File: config.mk
export PLATFORM = sky130hd
export DESIGN_NAME = mon_boot_ctrl
export DESIGN_NICKNAME = d
export VERILOG_FILES = /design/src/mon_boot_pkg.sv /design/src/mon_boot_ctrl.sv
export SDC_FILE = /design/constraint.sdc
export NUM_CORES = 1
export LEC_CHECK = 0
export BUFFER_PORTS_ARGS = -buffer_cell sky130_fd_sc_hd__buf_2
export CAP_MARGIN = 20
export CORE_MARGIN = 2
export CORE_UTILIZATION = 56
export DETAILED_ROUTE_END_ITERATION = 16
export GPL_TIMING_DRIVEN = 0
export PLACE_DENSITY_LB_ADDON = 0.2
export RECOVER_POWER = 50
export SKIP_LAST_GASP = 1
export SLEW_MARGIN = 5
export SYNTH_ARGS = -nofsm -noshare
export SYNTH_HDL_FRONTEND = slang
export SYNTH_SLANG_ARGS = --single-unit
File: constraint.sdc
create_clock -name CLOCK -period 4.4 [get_ports CLOCK]
set_input_delay 0.88 -clock CLOCK [delete_from_list [all_inputs] [get_ports CLOCK]]
set_output_delay 0.88 -clock CLOCK [all_outputs]
set_load 0.05 [all_outputs]
File: src/mon_boot_pkg.sv
package mon_boot_pkg;

  // ------------------------------------------------------------
  // Register map
  // ------------------------------------------------------------
  localparam logic [7:0] ADC_RESULT_BASE = 8'h00;
  localparam logic [7:0] STATUS_OFFSET = 8'h20;
  localparam logic [7:0] MONITOR_CONTROL_OFFSET = 8'h73;
  localparam logic [7:0] BOOT_DELAY_OFFSET = 8'h77;
  localparam logic [7:0] RESET_TIMEOUT_OFFSET = 8'h78;
  localparam logic [7:0] OUTPUT_CONFIG_OFFSET = 8'h79;
  localparam logic [7:0] REG_RESET_VALUE = 8'h00;

  // Field positions.
  localparam int CTL_SW_ENABLE_BIT = 0;
  localparam int CTL_MARGIN_BIT = 2;
  localparam int CTL_WDOG_INDEP_BIT = 4;
  localparam int STATUS_EN_DROP_BIT = 2;
  localparam int OCFG_RESET_POL_BIT = 0;
  localparam int OCFG_LATCH_MODE_BIT = 1;

  // Flash image order copied during boot.
  localparam logic [1:0] FLASH_IDX_CONTROL = 2'h0;
  localparam logic [1:0] FLASH_IDX_BOOT_DELAY = 2'h1;
  localparam logic [1:0] FLASH_IDX_RESET_TIMEOUT = 2'h2;
  localparam logic [1:0] FLASH_IDX_OUTPUT_CONFIG = 2'h3;
  localparam logic [2:0] BOOT_WORDS = 3'h4;

  // ------------------------------------------------------------
  // Timing
  // ------------------------------------------------------------
  localparam int CLOCK_PERIOD_NS = 10;
  localparam int TICK_NS = 5000;
  localparam int TICK_CYCLES = TICK_NS / CLOCK_PERIOD_NS;
  localparam int BOOT_FIXED_US = 480;
  localparam int BOOT_FIXED_TICKS = BOOT_FIXED_US * 1000 / TICK_NS;
  localparam int BOOT_MAX_US = 150;
  localparam int BOOT_MAX_CYCLES = BOOT_MAX_US * 1000 / CLOCK_PERIOD_NS;
  localparam int CONV_MAX_US = 5;
  localparam int CONV_MAX_CYCLES = CONV_MAX_US * 1000 / CLOCK_PERIOD_NS;

  localparam logic [1:0] PAGE_COUNT = 2'h3;

  typedef enum logic [1:0] {
    ST_BOOT = 2'b00,
    ST_IDLE = 2'b01,
    ST_DELAY = 2'b11,
    ST_MONITOR = 2'b10
  } mon_state_t;

  typedef struct packed {
    logic valid;
    logic write;
    logic [7:0] addr;
    logic [7:0] wdata;
  } reg_req_t;

  typedef struct packed {
    logic start;
    logic [2:0] channel;
  } adc_cmd_t;

endpackage

File: src/mon_boot_ctrl.sv
`timescale 1ns/1ns
module mon_boot_ctrl #(
  parameter int CHANNELS = 6,
  parameter int TICK_CYC = mon_boot_pkg::TICK_CYCLES
) (
  // Clock and power-on reset
  input wire logic CLOCK,
  input wire logic RST_N,
  // Analog comparators and pins
  input wire logic EN_COMP,
  input wire logic [1:0] BUS_ADDRESS_SELECT,
  input wire logic EXTERNAL_FAULT_INPUT_N,
  // Flash configuration read port
  output logic [1:0] FLASH_ADDR,
  input wire logic [7:0] FLASH_DATA,
  // Register access from the serial front end
  input wire mon_boot_pkg::reg_req_t REQ,
  output logic REQ_READY,
  output logic [7:0] RDATA,
  output logic RDATA_VALID,
  input wire logic PAGE_SEL_VALID,
  input wire logic [1:0] PAGE_SEL,
  output logic [1:0] PAGE,
  output logic [1:0] BUS_ADDR,
  // Converter
  output mon_boot_pkg::adc_cmd_t ADC_CMD,
  input wire logic ADC_DONE,
  input wire logic [9:0] ADC_DATA,
  // Thresholds and fault routing
  input wire logic [CHANNELS-1:0][7:0] OV_THRESH,
  input wire logic [CHANNELS-1:0][7:0] UV_THRESH,
  input wire logic [CHANNELS-1:0] FAULT_ENABLE,
  input wire logic [CHANNELS-1:0] LOG_ENABLE,
  input wire logic [5:0][CHANNELS:0] GPIO_FAULT_MAP,
  // Outputs
  output logic RESET_OUT,
  output logic [5:0] GPIO_OUT,
  output logic [5:0] GPIO_OE_N,
  output logic FAULT_LOG_REQ,
  output logic WDOG_RUN,
  output logic [CHANNELS:0] FAULTS
);
  import mon_boot_pkg::*;

  // ------------------------------------------------------------
  // Synchronisers
  // ------------------------------------------------------------
  logic [1:0] en_sync_r, ext_sync_r;
  logic [1:0] addr_s1_r, addr_s2_r;
  logic en_prev_r;
  always_ff @(posedge CLOCK) begin
    if (!RST_N) begin
      en_sync_r <= 2'h0;
      ext_sync_r <= 2'h3;
      addr_s1_r <= 2'h0;
      addr_s2_r <= 2'h0;
      en_prev_r <= 1'b0;
    end else begin
      en_sync_r <= {en_sync_r[0], EN_COMP};
      ext_sync_r <= {ext_sync_r[0], EXTERNAL_FAULT_INPUT_N};
      addr_s1_r <= BUS_ADDRESS_SELECT;
      addr_s2_r <= addr_s1_r;
      en_prev_r <= en_sync_r[1];
    end
  end
  wire en_ok = en_sync_r[1];
  wire ext_fault = ~ext_sync_r[1];

  // ------------------------------------------------------------
  // Registers and boot copy
  // ------------------------------------------------------------
  mon_state_t state_r, state_nxt;
  logic [7:0] ctl_r, delay_r, rst_to_r, ocfg_r;
  logic [2:0] boot_idx_r;
  logic addr_taken_r;
  logic [1:0] page_r;
  logic drop_flag_r, latched_r;
  logic [CHANNELS-1:0][9:0] result_r;

  wire booting = (state_r == ST_BOOT);
  wire boot_load = booting && boot_idx_r != 3'h0;
  wire [1:0] load_idx = 2'(boot_idx_r - 3'h1);
  wire wr = REQ.valid && REQ.write && !booting;
  wire wr_ctl = wr && REQ.addr == MONITOR_CONTROL_OFFSET;
  wire wr_dly = wr && REQ.addr == BOOT_DELAY_OFFSET;
  wire wr_rto = wr && REQ.addr == RESET_TIMEOUT_OFFSET;
  wire wr_ocf = wr && REQ.addr == OUTPUT_CONFIG_OFFSET;
  wire wr_sts = wr && REQ.addr == STATUS_OFFSET;
  wire sw_en = ctl_r[CTL_SW_ENABLE_BIT];
  wire margin = ctl_r[CTL_MARGIN_BIT];
  wire [7:0] ctl_wv = booting ? FLASH_DATA : REQ.wdata;

  assign FLASH_ADDR = boot_idx_r[1:0];

  always_ff @(posedge CLOCK) begin
    if (!RST_N) begin
      ctl_r <= REG_RESET_VALUE;
      delay_r <= REG_RESET_VALUE;
      rst_to_r <= REG_RESET_VALUE;
      ocfg_r <= REG_RESET_VALUE;
      boot_idx_r <= 3'h0;
      page_r <= 2'h0;
    end else begin
      if (booting && boot_idx_r != BOOT_WORDS)
        boot_idx_r <= boot_idx_r + 3'h1;
      if ((boot_load && load_idx == FLASH_IDX_CONTROL) || wr_ctl)
        ctl_r <= ctl_wv;
      if ((boot_load && load_idx == FLASH_IDX_BOOT_DELAY) || wr_dly)
        delay_r <= ctl_wv;
      if ((boot_load && load_idx == FLASH_IDX_RESET_TIMEOUT) || wr_rto)
        rst_to_r <= ctl_wv;
      if ((boot_load && load_idx == FLASH_IDX_OUTPUT_CONFIG) || wr_ocf)
        ocfg_r <= ctl_wv;
      if (PAGE_SEL_VALID && !booting && PAGE_SEL < PAGE_COUNT)
        page_r <= PAGE_SEL;
    end
  end

  // Address select is caught one time, after the synchroniser settles.
  always_ff @(posedge CLOCK) begin
    if (!RST_N) begin
      addr_taken_r <= 1'b0;
      BUS_ADDR <= 2'h0;
    end else if (!addr_taken_r && boot_idx_r == BOOT_WORDS) begin
      addr_taken_r <= 1'b1;
      BUS_ADDR <= addr_s2_r;
    end
  end

  // ------------------------------------------------------------
  // Register reads
  // ------------------------------------------------------------
  wire [7:0] res_idx = REQ.addr - ADC_RESULT_BASE;
  wire is_res = REQ.addr < 8'(2 * CHANNELS);
  wire [9:0] res_sel = result_r[res_idx[7:1]];
  wire [7:0] res_byte = res_idx[0] ? {res_sel[1:0], 6'h00}
                                   : res_sel[9:2];
  wire [7:0] status_v = 8'(drop_flag_r) << STATUS_EN_DROP_BIT;
  wire [7:0] rd_v =
    is_res ? res_byte :
    REQ.addr == STATUS_OFFSET ? status_v :
    REQ.addr == MONITOR_CONTROL_OFFSET ? ctl_r :
    REQ.addr == BOOT_DELAY_OFFSET ? delay_r :
    REQ.addr == RESET_TIMEOUT_OFFSET ? rst_to_r :
    REQ.addr == OUTPUT_CONFIG_OFFSET ? ocfg_r : 8'h00;

  assign REQ_READY = !booting;
  assign PAGE = page_r;
  always_ff @(posedge CLOCK) begin
    if (!RST_N) begin
      RDATA <= 8'h00;
      RDATA_VALID <= 1'b0;
    end else begin
      RDATA_VALID <= REQ.valid && !REQ.write && !booting;
      if (REQ.valid && !REQ.write && !booting)
        RDATA <= rd_v;
    end
  end

  // ------------------------------------------------------------
  // Sequencing state machine and boot-up delay
  // ------------------------------------------------------------
  logic [8:0] tick_cnt_r;
  logic [20:0] dly_cnt_r;
  wire tick = tick_cnt_r == 9'(TICK_CYC - 1);
  wire [20:0] dly_ticks = (21'(5'd16 + 5'(delay_r[3:0])) << delay_r[7:4])
                        + 21'(BOOT_FIXED_TICKS);
  wire go = en_ok && sw_en && !latched_r;

  always_comb begin
    state_nxt = state_r;
    case (state_r)
      ST_BOOT: begin
        if (boot_idx_r == BOOT_WORDS)
          state_nxt = ST_IDLE;
      end
      ST_IDLE: begin
        if (go)
          state_nxt = ST_DELAY;
      end
      ST_DELAY: begin
        if (!go)
          state_nxt = ST_IDLE;
        else if (tick && dly_cnt_r >= dly_ticks)
          state_nxt = ST_MONITOR;
      end
      default: begin
        if (!go)
          state_nxt = ST_IDLE;
      end
    endcase
  end

  always_ff @(posedge CLOCK) begin
    if (!RST_N) begin
      state_r <= ST_BOOT;
      tick_cnt_r <= 9'h000;
      dly_cnt_r <= 21'h000000;
    end else begin
      state_r <= state_nxt;
      tick_cnt_r <= tick ? 9'h000 : tick_cnt_r + 9'h001;
      if (state_r != ST_DELAY)
        dly_cnt_r <= 21'h000000;
      else if (tick)
        dly_cnt_r <= dly_cnt_r + 21'h000001;
    end
  end
  wire monitoring = (state_r == ST_MONITOR);

  // Enable-drop flag: falling edges only, and a set beats a clear.
  wire en_fall = en_prev_r && !en_ok;
  wire sw_fall = wr_ctl && sw_en && !REQ.wdata[CTL_SW_ENABLE_BIT];
  wire drop_set = monitoring && (en_fall || sw_fall);
  wire drop_clr = wr_sts && REQ.wdata[STATUS_EN_DROP_BIT];

  // ------------------------------------------------------------
  // Channel scan and compare
  // ------------------------------------------------------------
  logic [2:0] ch_r;
  logic pend_r, cyc_done_r;
  logic [CHANNELS-1:0] ov_r, uv_r;
  logic [CHANNELS:0] fault_r;
  logic log_lock_r;
  wire last_ch = ch_r == 3'(CHANNELS - 1);

  assign ADC_CMD.start = monitoring && !pend_r;
  assign ADC_CMD.channel = ch_r;

  always_ff @(posedge CLOCK) begin
    if (!RST_N) begin
      ch_r <= 3'h0;
      pend_r <= 1'b0;
      cyc_done_r <= 1'b0;
      result_r <= '0;
    end else begin
      cyc_done_r <= 1'b0;
      if (!monitoring) begin
        ch_r <= 3'h0;
        pend_r <= 1'b0;
      end else if (!pend_r) begin
        pend_r <= 1'b1;
      end else if (ADC_DONE) begin
        pend_r <= 1'b0;
        result_r[ch_r] <= ADC_DATA;
        ch_r <= last_ch ? 3'h0 : ch_r + 3'h1;
        cyc_done_r <= last_ch;
      end
    end
  end

  // Only the eight upper bits of a result meet the thresholds.
  genvar g;
  generate
    for (g = 0; g < CHANNELS; g++) begin : g_cmp
      always_ff @(posedge CLOCK) begin
        if (!RST_N) begin
          ov_r[g] <= 1'b0;
          uv_r[g] <= 1'b0;
        end else if (!monitoring) begin
          ov_r[g] <= 1'b0;
          uv_r[g] <= 1'b0;
        end else if (cyc_done_r) begin
          ov_r[g] <= result_r[g][9:2] > OV_THRESH[g];
          uv_r[g] <= result_r[g][9:2] < UV_THRESH[g];
        end
      end
    end
  endgenerate

  wire [CHANNELS-1:0] chan_evt = (ov_r | uv_r) & FAULT_ENABLE;
  wire [CHANNELS:0] rec_evt = {ext_fault && !booting,
                               margin ? {CHANNELS{1'b0}} : chan_evt};
  wire log_evt = |(chan_evt & LOG_ENABLE) && !margin;
  wire latch_mode = ocfg_r[OCFG_LATCH_MODE_BIT];

  always_ff @(posedge CLOCK) begin
    if (!RST_N) begin
      fault_r <= '0;
      log_lock_r <= 1'b0;
      FAULT_LOG_REQ <= 1'b0;
      drop_flag_r <= 1'b0;
      latched_r <= 1'b0;
    end else begin
      fault_r <= rec_evt;
      FAULT_LOG_REQ <= log_evt && !log_lock_r;
      if (log_evt)
        log_lock_r <= 1'b1;
      if (drop_set)
        drop_flag_r <= 1'b1;
      else if (drop_clr)
        drop_flag_r <= 1'b0;
      if (en_fall || sw_fall || (!en_ok && !sw_en))
        latched_r <= 1'b0;
      else if (latch_mode && monitoring && |chan_evt)
        latched_r <= 1'b1;
    end
  end
  assign FAULTS = fault_r;

  // ------------------------------------------------------------
  // Reset output, general pins and watchdog
  // ------------------------------------------------------------
  logic [16:0] rst_cnt_r;
  logic rst_hold_r;
  wire all_good = monitoring && !(|(ov_r | uv_r));
  wire [16:0] rst_ticks = {rst_to_r, 9'h000};
  always_ff @(posedge CLOCK) begin
    if (!RST_N) begin
      rst_cnt_r <= 17'h00000;
      rst_hold_r <= 1'b1;
    end else if (!all_good) begin
      rst_cnt_r <= 17'h00000;
      rst_hold_r <= 1'b1;
    end else if (tick) begin
      if (rst_cnt_r >= rst_ticks)
        rst_hold_r <= 1'b0;
      else
        rst_cnt_r <= rst_cnt_r + 17'h00001;
    end
  end

  wire rst_pol_high = ocfg_r[OCFG_RESET_POL_BIT];
  assign RESET_OUT = booting ? 1'b0 :
                     (rst_pol_high ? rst_hold_r : !rst_hold_r);

  // Pins are open-drain fault outputs: enable low pulls the pin low.
  generate
    for (g = 0; g < 6; g++) begin : g_gpio
      assign GPIO_OUT[g] = 1'b0;
      assign GPIO_OE_N[g] = booting || !en_ok ||
                            !(|(fault_r & GPIO_FAULT_MAP[g]));
    end
  endgenerate

  assign WDOG_RUN = ctl_r[CTL_WDOG_INDEP_BIT] ? !booting
                                              : monitoring;

endmodule

# Word-level counts from Yosys, hierarchy flattened
# Cells that the tools add are included.
# totals
register_bits	196
inputBits	196
out_inout_bits	42
wordCells	225
# classes
addsub	8
order_cmp	19
n_eq_ne	20
n_shift	1
mux	27
bitwise_logic	12
n_reduce_logical	91
# ops
op	n
two-way mux 8 bit	8
bitwise mux 60 bit	1
greater-than comparator 8 bit	6
less-than comparator 8 bit	6
bitwise AND 7 bit	6
OR reduction 7 bit	6
logical AND 1 bit	35
== test 8 x 7 -> 1 bit (second input constant)	4
binary-select mux 10 bit (select 3 bit)	1
demux 10 bit (select 3 bit)	1
adder 21 x 1 -> 21 bit (second input constant)	1
adder 21 x 7 -> 21 bit (second input constant)	1
greater-or-equal comparator 21 bit	1
left shift 6 x 4 -> 21 bit	1
two-way mux 10 bit	2
zero test 1 bit	18
OR reduction 6 bit	3
adder 17 x 1 -> 17 bit (second input constant)	1
greater-or-equal comparator 17 bit	1
logical OR 1 bit	13
bitwise AND 6 bit	2
two-way mux 2 bit	5
AND reduction 2 bit	5
adder 9 x 1 -> 9 bit (second input constant)	1
other kinds (28)	49

# Depth between registers and ports, before layout
# Gate-level depths: netlist of run 1.
# depth
ltp_word	9
mapped_depth	16

# Worst setup path after synthesis of run 1
# Ideal clock, no wire load.
# synth_timing
kind	register -> register
startpoint	reg delay_r[5]
endpoint	reg state_r[0]
t_arrival_ns	3.356
required_ns	4.330
setup_slack_ns	0.974
path_stages_with_launch	16
path_buffers	2
period_less_slack_ns	3.426
path_cell_list	dfxtp_1 -> clkbuf_1 -> clkbuf_1 -> a21boi_0 -> mux2i_1 -> or2_2 -> ha_1 -> and4b_1 -> nor3b_1 -> xor2_1 -> ha_1 -> nand4_1 -> nor3_1 -> a2111oi_0 -> o31ai_1 -> a21oi_1
# synth_via
elab_chain_len	6
# synth_rtl
element	line	source
from (decl)	mon_boot_ctrl.sv:73	logic [7:0] ctl_r, delay_r, rst_to_r, ocfg_r;
from (signal assigned)	mon_boot_ctrl.sv:109	delay_r <= ctl_wv;
left shift 6 x 4 -> 21 bit	mon_boot_ctrl.sv:166	wire [20:0] dly_ticks = (21'(5'd16 + 5'(delay_r[3:0])) << delay_r[7:4])
adder 21 x 7 -> 21 bit	mon_boot_ctrl.sv:167	+ 21'(BOOT_FIXED_TICKS);
greater-or-equal comparator 21 bit	mon_boot_ctrl.sv:184	else if (tick && dly_cnt_r >= dly_ticks)
logical AND 1 bit	mon_boot_ctrl.sv:184	
inequality test 3 bit (no source line)	-	
AND reduction 4 bit (no source line)	-	
to (signal assigned)	mon_boot_ctrl.sv:200	state_r <= state_nxt;
to (decl)	mon_boot_ctrl.sv:72	mon_state_t state_r, state_nxt;
# Every way passes these cells.
# A chain may end at the register's enable or synchronous reset.

# Worst setup path after layout of run 1
# layout_timing
startpoint	reg delay_r[4]
endpoint	reg state_r[0]
# Same word-level chain as after synthesis.

==> reports/metrics.csv, run 1 <==
stage,metric,value,unit
grt,grt_pass1_vias,10400,
synth,synth.avg_cell_area,8.35,um^2
worst_setup_path,end_kind,flip-flop,
finish,nNetsFinal,2003,
synth,synth_edf_count,0,
worst_setup_path,critPathLaunchType,flip-flop,
pwr,p_per_area,309,nW/um^2
die,start_util,56.7,%
clock_tree,cts_root_buffer,clkbuf_16,
clock_tree,cts_max_level,4,
timing,final.setup.worst_slack,0.307,ns
timing,clock_skew,0.0109,ns
clock_tree,cts_tree,done,
job,drv_cap,0,
placement,dp_slack,0.247,ns
timing,period_share,93.0,%
timing,rsz0062_at_grt,no,
clock_tree,clk_path_buf_depth,2,
detailed_routing,dr_total_vias,11200,
timing,hold_slack,0.385,ns
pwr,ir_drop,0.272,mV
clock_tree,worstSkewPairLatency,0.44,ns
synth,ys_seq_elements,196,
timing,worst_slew_pin_slew,1.09,ns
placement,dp_hpwl,27500,um
synth,yosysSeqAreaShare,33.0,%
die,coreArea,21000,um^2
synth,syn-instance-count,1424,
grt,grtUsageTotal,30.5,%
worst_setup_path,arrival,4.47,ns
grt,grt_overflow,0,
die,io_pins,238,
grt,antenna_found_initial,2,
timing,slew-limit-headroom,26.7,%
grt,grt_start_max_net_pins,17,
die,die_h,150,um
synth,synth.most_common_cell,dfxtp_1,
synth,synthArstFlopShare,0,%
worst_setup_path,crit_required,4.77,ns
timing,hold_viol,0,
clock_tree,cts-buffers-inserted,17,
synth,synth_area_leader_cell,dfxtp_1,
detailed_routing,totalWireLength,34500,um
clock_tree,cts_setup_buffers,0,
detailed_routing,drc,0,
pwr,power.leakage,6.24,nW
synth,synth_top_area_share,33.0,%
synth,synth.distinct_cells,61,
die,die_area,22400,um^2
detailed_routing,drtPass1Iterations,6,
finish,drive_gt1_share,16.0,%
finish,syn2layout_area_growth,16.9,%
synth,ys.flop_type,dfxtp_1,
placement,io_buffer_count,228,
finish,utilization,66.3,%
timing,final.min_clock_period,4.09,ns
synth,synthTopCellsByArea,"dfxtp_1 33%, ha_1 14%, mux2i_1 8.0%, nor2_1 5.5%, a21oi_1 3.7%",
worst_hold_path,min_path_type,flip-flop to flip-flop,
synth,yosys-top-cells-count,"196 x dfxtp_1, 173 x nor2_1, 129 x ha_1, 117 x inv_1, 95 x mux2i_1",
timing,setup_tns,0,ns
run_status,status,"complete, no violations",
placement,gp_congestion,0.939,
synth,yosys_warnings,0,
detailed_routing,ant_nets,0,
timing,fmax,0.244,GHz
detailed_routing,via_per_inst,5.69,
synth,synth_area,11900,um^2
die,num_rows,53,
worst_setup_path,critPathMaxFanout,10,
worst_setup_path,critPathKind,flip-flop to flip-flop,
detailed_routing,drtIter0Drc,752,
grt,grt_first_pass_wirelength,53200,um
detailed_routing,avgRoutedWirePerCell,17.6,um
clock_tree,clock-sinks,196,
clock_tree,cts.clk_slew.worst_paths,0.07,ns
clock_tree,hold_buffers,0,
timing,final_max_slew_viol_count,0,
die,die_w,150,um
timing,setup_viol,0,
[area by class of cell]
type / count / area [um^2]
Antenna cell: 1 / 2.50
Buffer: 65 / 289
Clock buffer: 20 / 457
Clock inverter: 10 / 77.6
Fill cell: 1848 / 7060
Inverter: 118 / 443
Multi-Input combinational cell: 1050 / 7240
Sequential cell: 196 / 3920
Tap cell: 275 / 344
Timing Repair Buffer: 230 / 1130
[registers in the layout (all words and copies together), names as in the netlist, 3 cells and up]
signal,flops
boot_idx_r,3
ch_r,3
rst_cnt_r,17
RDATA,8
tick_cnt_r,9
FAULTS,7
ov_r,6
delay_r,8
ocfg_r,8
result_r,60
uv_r,6
ctl_r,8
dly_cnt_r,21
rst_to_r,8
[repair_timing]
| item | CTS | global route |
|---|---|---|
| endpoints found under the hold margin | 0 | 0 |
| resized for setup | 0 | 2 |
| setup endpoints to repair | 0 | 1 |
[stage by stage]
stage | power [W] | cell area, um^2 | instances
floorplan | 0.00258 | 11900 | 1429
global placement | 0.00285 | 13400 | 1932
detailed placement | 0.00288 | 13400 | 1934
CTS | 0.00429 | 13900 | 1964
global route | 0.00448 | 13900 | 1964
finish | 0.00429 | 13900 | 1965
[where the power goes]
part / switching, W / leakage, nW / internal (W) / total [W]
Combinational: 0.000548 / 4.41 / 0.000350 / 0.000898
Clock: 0.000691 / 0.247 / 0.000750 / 0.00144
Sequential: 0.0000846 / 1.58 / 0.00187 / 0.00195
Total: 0.00132 / 6.24 / 0.00297 / 0.00429
[critical path: stages, from the launching register on]
cell and delay, ns:
dfxtp_1 0.31, clkbuf_1 0.24, clkbuf_1 0.39, nand2_1 0.10
o22ai_1 0.25, mux2i_1 0.17, or2_2 0.30, ha_1 0.23
and4b_1 0.28, nor3b_1 0.26, xor2_1 0.19, ha_1 0.26
nand4_1 0.12, nor3_1 0.06, a2111oi_0 0.53, o31ai_1 0.16
a21oi_1 0.16
[metal layers]
| metal | vias to the layer above | wire [um] | part of all wire [%] | track usage, % |
|---|---|---|---|---|
| met1 | 5126 | 15200 | 44 | 39.4 |
| met2 | 428 | 15200 | 44 | 49.9 |
| met4 | 2 | 1110 | 3.2 | 11.5 |
| met3 | 64 | 2970 | 8.6 | 6.83 |
| met5 | - | 13 | 0.038 | 0 |
| li1 | 5559 | - | - | - |
[cell families after synthesis]
kind of cell,after synthesis,share of synthesized area [%]
fa+ha+maj,129,13.6
xor+xnor,37,2.73
flops,196,33.0
buf+inv,183,6.21
mux,103,8.76
simple gates,460,18.8
compound gates,314,16.9
other cells,2,0.0632
[cell usage in the layout (no fill, tap or decap), types with 37 or more instances in the layout]
cell,instances
clkbuf_1,75
a211oi_1,41
o21ai_0,71
dfxtp_1,196
inv_1,117
buf_2,207
mux2i_1,95
a21oi_1,88
nand2_1,87
nor2_1,173
ha_1,129
nand3_1,37
[worst paths after layout]
check                 from    endpoint  slack (ns)  depth (start not counted)
min          ext_sync_r[1]   FAULTS[6]        0.38                          1
min reg2reg  ext_sync_r[1]   FAULTS[6]        0.38                          1
max             delay_r[4]  state_r[0]        0.31                         16
max reg2reg     delay_r[4]  state_r[0]        0.31                         16
No activity file was read; power rests on OpenSTA's default activity.
==> run 2: changes to the inputs <==
--- a/config.mk
+++ b/config.mk
@@ -7,11 +7,12 @@
 export LEC_CHECK = 0
 export BUFFER_PORTS_ARGS = -buffer_cell sky130_fd_sc_hd__buf_2
 export CAP_MARGIN = 20
+export CORE_ASPECT_RATIO = 1.1
 export CORE_MARGIN = 2
 export CORE_UTILIZATION = 56
 export DETAILED_ROUTE_END_ITERATION = 16
 export GPL_TIMING_DRIVEN = 0
-export PLACE_DENSITY_LB_ADDON = 0.2
+export PLACE_DENSITY_LB_ADDON = 0.05
 export RECOVER_POWER = 50
 export SKIP_LAST_GASP = 1
 export SLEW_MARGIN = 5
==> constraint.sdc (replaced) <==
create_clock -name CLOCK -period 4 [get_ports CLOCK]
set_input_delay 0.8 -clock CLOCK [delete_from_list [all_inputs] [get_ports CLOCK]]
set_output_delay 0.8 -clock CLOCK [all_outputs]
set_load 0.05 [all_outputs]
==> run 2 against run 1 <==
Against the previous run:
- maximum frequency increased by 8.6%
- combinational power increased by 9.8%
- register-to-register slack got worse by 0.08 ns
- largest cell class unchanged
==> reports/metrics.csv, run 2 (synthesized netlist as in run 1, its figures left out) <==
stage,metric,value,unit,change
grt,antenna_found_initial,1,,-1
clock_tree,cts_setup_buffers,0,,unchanged
timing,fmax,0.265,GHz,+8.6%
placement,dp.cells,1943,,+0.47%
finish,regArea,3920,um^2,unchanged
pwr,combPwrFrac,20.5,%,-0.4 points
worst_setup_path,reg2regPathDepth,15,,-1
die,die_w,143,um,-4.5%
worst_setup_path,critPathLaunchType,flip-flop,,
finish,max_flop_register,result_r,,
worst_hold_path,worstHoldStart,ext_sync_r[1],,
worst_hold_path,min_path_type,flip-flop to flip-flop,,
pwr,power.internal,0.00335,W,+13%
detailed_routing,drtIter0Drc,670,,-11%
timing,clock_skew,0.0119,ns,+0.00101 ns
timing,period_share,94.2,%,+1.2 points
timing,final.min_clock_period,3.77,ns,-0.325 ns
finish,final_cell_mix,"207 x buf_2, 196 x dfxtp_1, 173 x nor2_1",,
clock_tree,worstSkewPairLatency,0.44,ns,about the same
die,num_rows,55,,+3.8%
clock_tree,cts_root_buffer,clkbuf_16,,
finish,top_regs,"result_r: 60 flops, dly_cnt_r: 21 flops, rst_cnt_r: 17 flops",,
pwr,power.leakage,6.27,nW,+0.51%
detailed_routing,via_per_inst,5.70,,+0.15%
finish,nNetsFinal,2001,,-0.10%
pwr,p_per_area,345,nW/um^2,+12%
finish,final_area,14000,um^2,+0.37%
finish,drive_gt1_share,16.2,%,+0.25 points
placement,io_buffer_count,228,,unchanged
pwr,switching_share,30.5,%,-0.34 points
placement,dp_slack,-0.232,ns,-0.478 ns
pwr,ir_drop,0.340,mV,+25%
worst_setup_path,critPathKind,flip-flop to flip-flop,,
clock_tree,clock-sinks,196,,unchanged
grt,grt_pass1_vias,10600,,+2.0%
finish,fillers,1814,,-1.8%
timing,final_max_slew_viol_count,0,,unchanged
worst_setup_path,critPathMaxFanout,10,,unchanged
timing,rsz0062_at_grt,no,,
job,drv_cap,0,,unchanged
worst_setup_path,end_kind,flip-flop,,
worst_hold_path,hold_path_depth,1,,unchanged
pwr,power.share.clock,34.8,%,+1.2 points
placement,placed_area,13400,um^2,about the same
die,start_util,57.4,%,+0.66 points
grt,grt_first_pass_wirelength,54100,um,+1.8%
die,die_area,22400,um^2,about the same
finish,multi_input_area,7250,um^2,+0.16%
detailed_routing,dr_total_vias,11200,,+0.55%
detailed_routing,drc,0,,unchanged
finish,largest_reg_flops,60,,unchanged
clock_tree,cts_max_level,4,,unchanged
placement,dp_hpwl,27400,um,-0.16%
die,io_pins,238,,unchanged
clock_tree,cts_tree,done,,
timing,worst_slew_pin_slew,0.987,ns,-0.102 ns
worst_setup_path,crit_required,4.36,ns,-0.41 ns
grt,grt_overflow,0,,unchanged
run_status,status,"complete, no violations",,
clock_tree,cts-buffers-inserted,17,,unchanged
timing,hold_viol,0,,unchanged
finish,final_common_cell,buf_2,,
pwr,p_seq_share,44.8,%,-0.7 points
timing,final.setup.worst_slack,0.231,ns,-0.0752 ns
timing,setup_viol,0,,unchanged
detailed_routing,avgRoutedWirePerCell,17.6,um,+0.12%
grt,grt_start_max_net_pins,17,,unchanged
clock_tree,cts.clk_slew.worst_paths,0.07,ns,about the same
finish,finalNonFillerCells,1973,,+0.41%
finish,syn2layout_area_growth,17.4,%,
placement,gp_congestion,0.967,,+2.9%
clock_tree,clk_path_buf_depth,2,,unchanged
timing,slew-limit-headroom,33.9,%,+7.2 points
detailed_routing,drtPass1Iterations,6,,unchanged
pwr,p_switching,0.00147,W,+11%
timing,hold_slack,0.395,ns,+0.0102 ns
detailed_routing,ant_nets,0,,unchanged
finish,antennaDiodeCount,0,,-1
worst_setup_path,arrival,4.13,ns,-0.34 ns
die,die_h,157,um,+4.7%
detailed_routing,totalWireLength,34700,um,+0.52%
grt,grtUsageTotal,30.8,%,+0.29 points
worst_setup_path,timing.rr.start,delay_r[4],,
die,coreArea,20700,um^2,-1.2%
worst_setup_path,startpoint,delay_r[4],,
-- run 2: cell count changes in the layout (fill, tap and decap cells not counted), sizes merged --
cell	change
buf	-2
clkinv	+2
diode	-1
bufinv	+1
clkinvlp	-2
-- run 2: final timing paths --
check | to | slack [ns]
setup / recovery | state_r[0] | 0.23
hold / removal | FAULTS[6] | 0.40
setup reg to reg | state_r[0] | 0.23
hold reg to reg | FAULTS[6] | 0.40
-- run 2: metal layers --
| layer | part of all wire, % | GRT usage, % | up-vias |
|---|---|---|---|
| met2 | 46 | 51.2 | 436 |
| li1 | - | - | 5560 |
| met4 | 2.7 | 10.1 | 2 |
| met1 | 44 | 40.5 | 5188 |
| met5 | 0.037 | 0 | - |
| met3 | 7.1 | 5.29 | 55 |
-- run 2: area by class of cell --
cell class,instances,area share (%)
plain buffers,63,2.06
clock buffers,20,3.35
clock inverters,11,0.735
inverters,118,3.17
multi-input cells,1050,51.9
flip-flops and latches,196,28.1
well taps,285,2.56
repair buffers,230,8.05
-- run 2: power groups by stage --
stage	registers [W]	logic [W]	clock network [W]
2_1_floorplan	0.00217	0.000661	0
3_3_place_gp	0.00219	0.000953	0
5_1_grt	0.00217	0.00109	0.00177
6_report	0.00216	0.000986	0.00168
4_1_cts	0.00215	0.000987	0.00169
3_5_place_dp	0.00219	0.000977	0
-- run 2: what timing repair did --
| item | 4_1_cts | 5_1_grt |
|---|---|---|
| hold buffers | 0 | 0 |
| cloned | 0 | 0 |
| resized for setup | 4 | 6 |
| endpoints found under the setup margin | 1 | 1 |
-- run 2: per-stage QoR --
step           util [%]  TNS (ns)  power [W]
2_1_floorplan         -         0    0.00284
3_3_place_gp       64.7    -0.190    0.00314
3_5_place_dp       64.8    -0.232    0.00317
4_1_cts            67.5         0    0.00482
5_1_grt            67.4         0    0.00503
6_report           67.4         0    0.00482
-- run 2: critical path, cell delays in order, from the launching register on --
cell and delay (ns):
dfxtp_1 0.46, clkbuf_4 0.26, nand2_1 0.07, o22ai_1 0.27, mux2i_1 0.17, or2_2 0.31
ha_1 0.23, and4b_1 0.28, nor3b_1 0.23, xor2_1 0.18, ha_1 0.26, nand4_1 0.13
nor3_1 0.08, a2111oi_2 0.48, o31ai_2 0.13, a21oi_1 0.17
==> run 3: changes to the inputs <==
==> constraint.sdc (replaced) <==
create_clock -name CLOCK -period 4 [get_ports CLOCK]
set_input_delay 0.8 -clock CLOCK [delete_from_list [all_inputs] [get_ports CLOCK]]
set_output_delay 0.8 -clock CLOCK [all_outputs]
set_load 0.02 [all_outputs]
==> run 3 against run 2 <==
Against the previous run:
- non-clock buffer count is the same
- register-to-register slack is essentially flat
- global-route usage is the same
- power shrank 0.85%
- sequential cell count is the same
- via count is essentially flat
- core utilization is essentially flat
- combinational power shrank 4.2%
- worst hold slack is essentially flat
- critical endpoint unchanged
- final area is essentially flat
==> reports/metrics.csv, run 3 (synthesized netlist as in run 1, its figures left out) <==
stage,metric,value,unit,change
clock_tree,cts_root_buffer,clkbuf_16,,
pwr,switching_share,29.9,%,-0.59 points
die,die_h,157,um,unchanged
worst_setup_path,slowest_stage,a2111oi_2,,
worst_hold_path,min_path_type,flip-flop to flip-flop,,
placement,gp_congestion,0.967,,unchanged
worst_setup_path,arrival,4.13,ns,about the same
clock_tree,clock-sinks,196,,unchanged
placement,dp_hpwl,27400,um,unchanged
timing,slew-limit-headroom,33.9,%,unchanged
worst_setup_path,critPathLaunchType,flip-flop,,
finish,syn2layout_area_growth,17.3,%,about the same
die,coreArea,20700,um^2,unchanged
timing,fmax,0.265,GHz,about the same
finish,max_flop_register,result_r,,
pwr,p_per_area,343,nW/um^2,-0.84%
pwr,power.share.clock,35.1,%,+0.3 points
run_status,status,"complete, no violations",,
clock_tree,cts_tree,done,,
finish,largest_reg_flops,60,,unchanged
worst_hold_path,hold_path_depth,1,,unchanged
timing,setup_tns,0,ns,unchanged
pwr,power.leakage,6.26,nW,about the same
die,die_area,22400,um^2,unchanged
pwr,power.internal,0.00335,W,about the same
placement,io_buffer_count,228,,unchanged
worst_setup_path,end_kind,flip-flop,,
placement,dp.cells,1943,,unchanged
clock_tree,hold_buffers,0,,unchanged
grt,grt_first_pass_wirelength,54100,um,unchanged
finish,nNetsFinal,2001,,unchanged
grt,grt_pass1_vias,10600,,unchanged
finish,final_cell_mix,"206 x buf_2, 196 x dfxtp_1, 173 x nor2_1",,
worst_setup_path,r2r_setup_slack,0.23,ns,about the same
detailed_routing,via_per_inst,5.70,,about the same
clock_tree,worstSkewPairLatency,0.44,ns,about the same
timing,hold_viol,0,,unchanged
detailed_routing,dr_total_vias,11200,,+0.0089%
detailed_routing,drc,0,,unchanged
clock_tree,cts.clk_slew.worst_paths,0.07,ns,about the same
die,start_util,57.4,%,unchanged
timing,final.min_clock_period,3.77,ns,-0.00000300 ns
finish,drive_gt1_share,16.2,%,-0.059 points
pwr,p_seq_share,45.1,%,+0.3 points
finish,final_common_cell,buf_2,,
grt,grt_start_max_net_pins,17,,unchanged
timing,setup_viol,0,,unchanged
placement,dp_slack,-0.232,ns,unchanged
pwr,p_switching,0.00143,W,-2.8%
timing,final_max_slew_viol_count,0,,unchanged
worst_setup_path,crit_required,4.36,ns,about the same
die,die_w,143,um,unchanged
worst_setup_path,critPathKind,flip-flop to flip-flop,,
timing,period_share,94.2,%,about the same
worst_setup_path,critPathMaxStageDelay,0.48,ns,about the same
timing,final.setup.worst_slack,0.231,ns,+0.00000300 ns
die,num_rows,55,,unchanged
grt,antenna_found_initial,1,,unchanged
timing,rsz0062_at_grt,no,,
detailed_routing,totalWireLength,34700,um,about the same
finish,top_regs,"result_r: 60 flops, dly_cnt_r: 21 flops, rst_cnt_r: 17 flops",,
clock_tree,clk_path_buf_depth,2,,unchanged
worst_setup_path,cpMostUsedCell,ha_1,,
detailed_routing,drtIter0Drc,668,,-0.30%
placement,placed_area,13400,um^2,unchanged
pwr,combPwrFrac,19.8,%,-0.7 points
finish,finalNonFillerCells,1973,,unchanged
grt,grt_overflow,0,,unchanged
finish,antennaDiodeCount,0,,unchanged
timing,clock_skew,0.0119,ns,-0.000000200 ns
timing,worst_slew_pin_slew,0.987,ns,unchanged
detailed_routing,ant_nets,0,,unchanged
grt,grtUsageTotal,30.8,%,unchanged
die,io_pins,238,,unchanged
job,drv_cap,0,,unchanged
detailed_routing,avgRoutedWirePerCell,17.6,um,about the same
worst_setup_path,critPathMaxFanout,10,,unchanged
pwr,power,0.00478,W,-0.85%
pwr,ir_drop,0.340,mV,-0.13%
clock_tree,cts_max_level,4,,unchanged
worst_setup_path,crit_chain,clkbuf_4 -> nand2_1 -> o22ai_1 -> mux2i_1 -> or2_2 -> ha_1 -> and4b_1 -> nor3b_1 -> xor2_1 -> ha_1 -> nand4_1 -> nor3_1 -> a2111oi_2 -> o31ai_2 -> a21oi_1,,
finish,final_area,13900,um^2,about the same
clock_tree,cts-buffers-inserted,17,,unchanged
detailed_routing,drtPass1Iterations,6,,unchanged
clock_tree,cts_setup_buffers,0,,unchanged
worst_setup_path,reg2regPathDepth,15,,unchanged
## run 3: cell types whose count changed in the layout (fill, tap and decap cells not counted)
cell	change
buf_4	-1
buf_2	-1
clkbuf_1	+1
clkbuf_4	+1
## run 3: final cells by class
class	count	area (um^2)
Multi-Input combinational cell	1050	7250
Fill cell	1815	6760
Sequential cell	196	3920
Timing Repair Buffer	230	1120
Clock buffer	20	467
Inverter	118	443
Tap cell	285	357
Buffer	63	288
Clock inverter	11	103
## run 3: power by group through the flow
stage | clock [W] | sequential, W | combinational, W
2_1_floorplan | 0 | 0.00216 | 0.000632
3_3_place_gp | 0 | 0.00219 | 0.000913
3_5_place_dp | 0 | 0.00219 | 0.000936
4_1_cts | 0.00169 | 0.00215 | 0.000947
5_1_grt | 0.00177 | 0.00217 | 0.00105
6_report | 0.00168 | 0.00216 | 0.000945
## run 3: per-layer routing
metal  GRT usage (%)  part of all wire (%)  up-vias
met2            51.2                    46      434
met5               0                 0.037        -
met3            5.29                   7.0       55
met4            10.1                   2.7        2
li1                -                     -     5560
met1            40.5                    44     5191
## run 3: per-stage QoR
| stage | util, % | hold WS, ns |
|---|---|---|
| after detailed placement | 64.8 | 0.386 |
| after floorplan | - | 0.368 |
| after global routing | 67.3 | 0.403 |
| final | 67.3 | 0.395 |
| after CTS | 67.5 | 0.396 |
| after global placement | 64.7 | 0.372 |
## run 3: worst max-delay path, delay by kind of cell, from the launching register on
family                     cells  cell delay (ns)
xor gates and xnor gates       1             0.18
DFF                            1             0.46
adders and majority gates      2             0.49
muxes                          1             0.17
buffers and inverters          1             0.26
AOI/OAI and AO/OA              4             1.05
and+or+nand+nor                6             1.10
## run 3: repair_timing
item	CTS	global route
endpoints found under the hold margin	0	0
resized for setup	4	6
setup endpoints to repair	1	1
gates cloned	0	0
## run 3: final timing paths
path	from	end
max	delay_r[4]	state_r[0]
min	ext_sync_r[1]	FAULTS[6]
max reg2reg	delay_r[4]	state_r[0]
min reg2reg	ext_sync_r[1]	FAULTS[6]
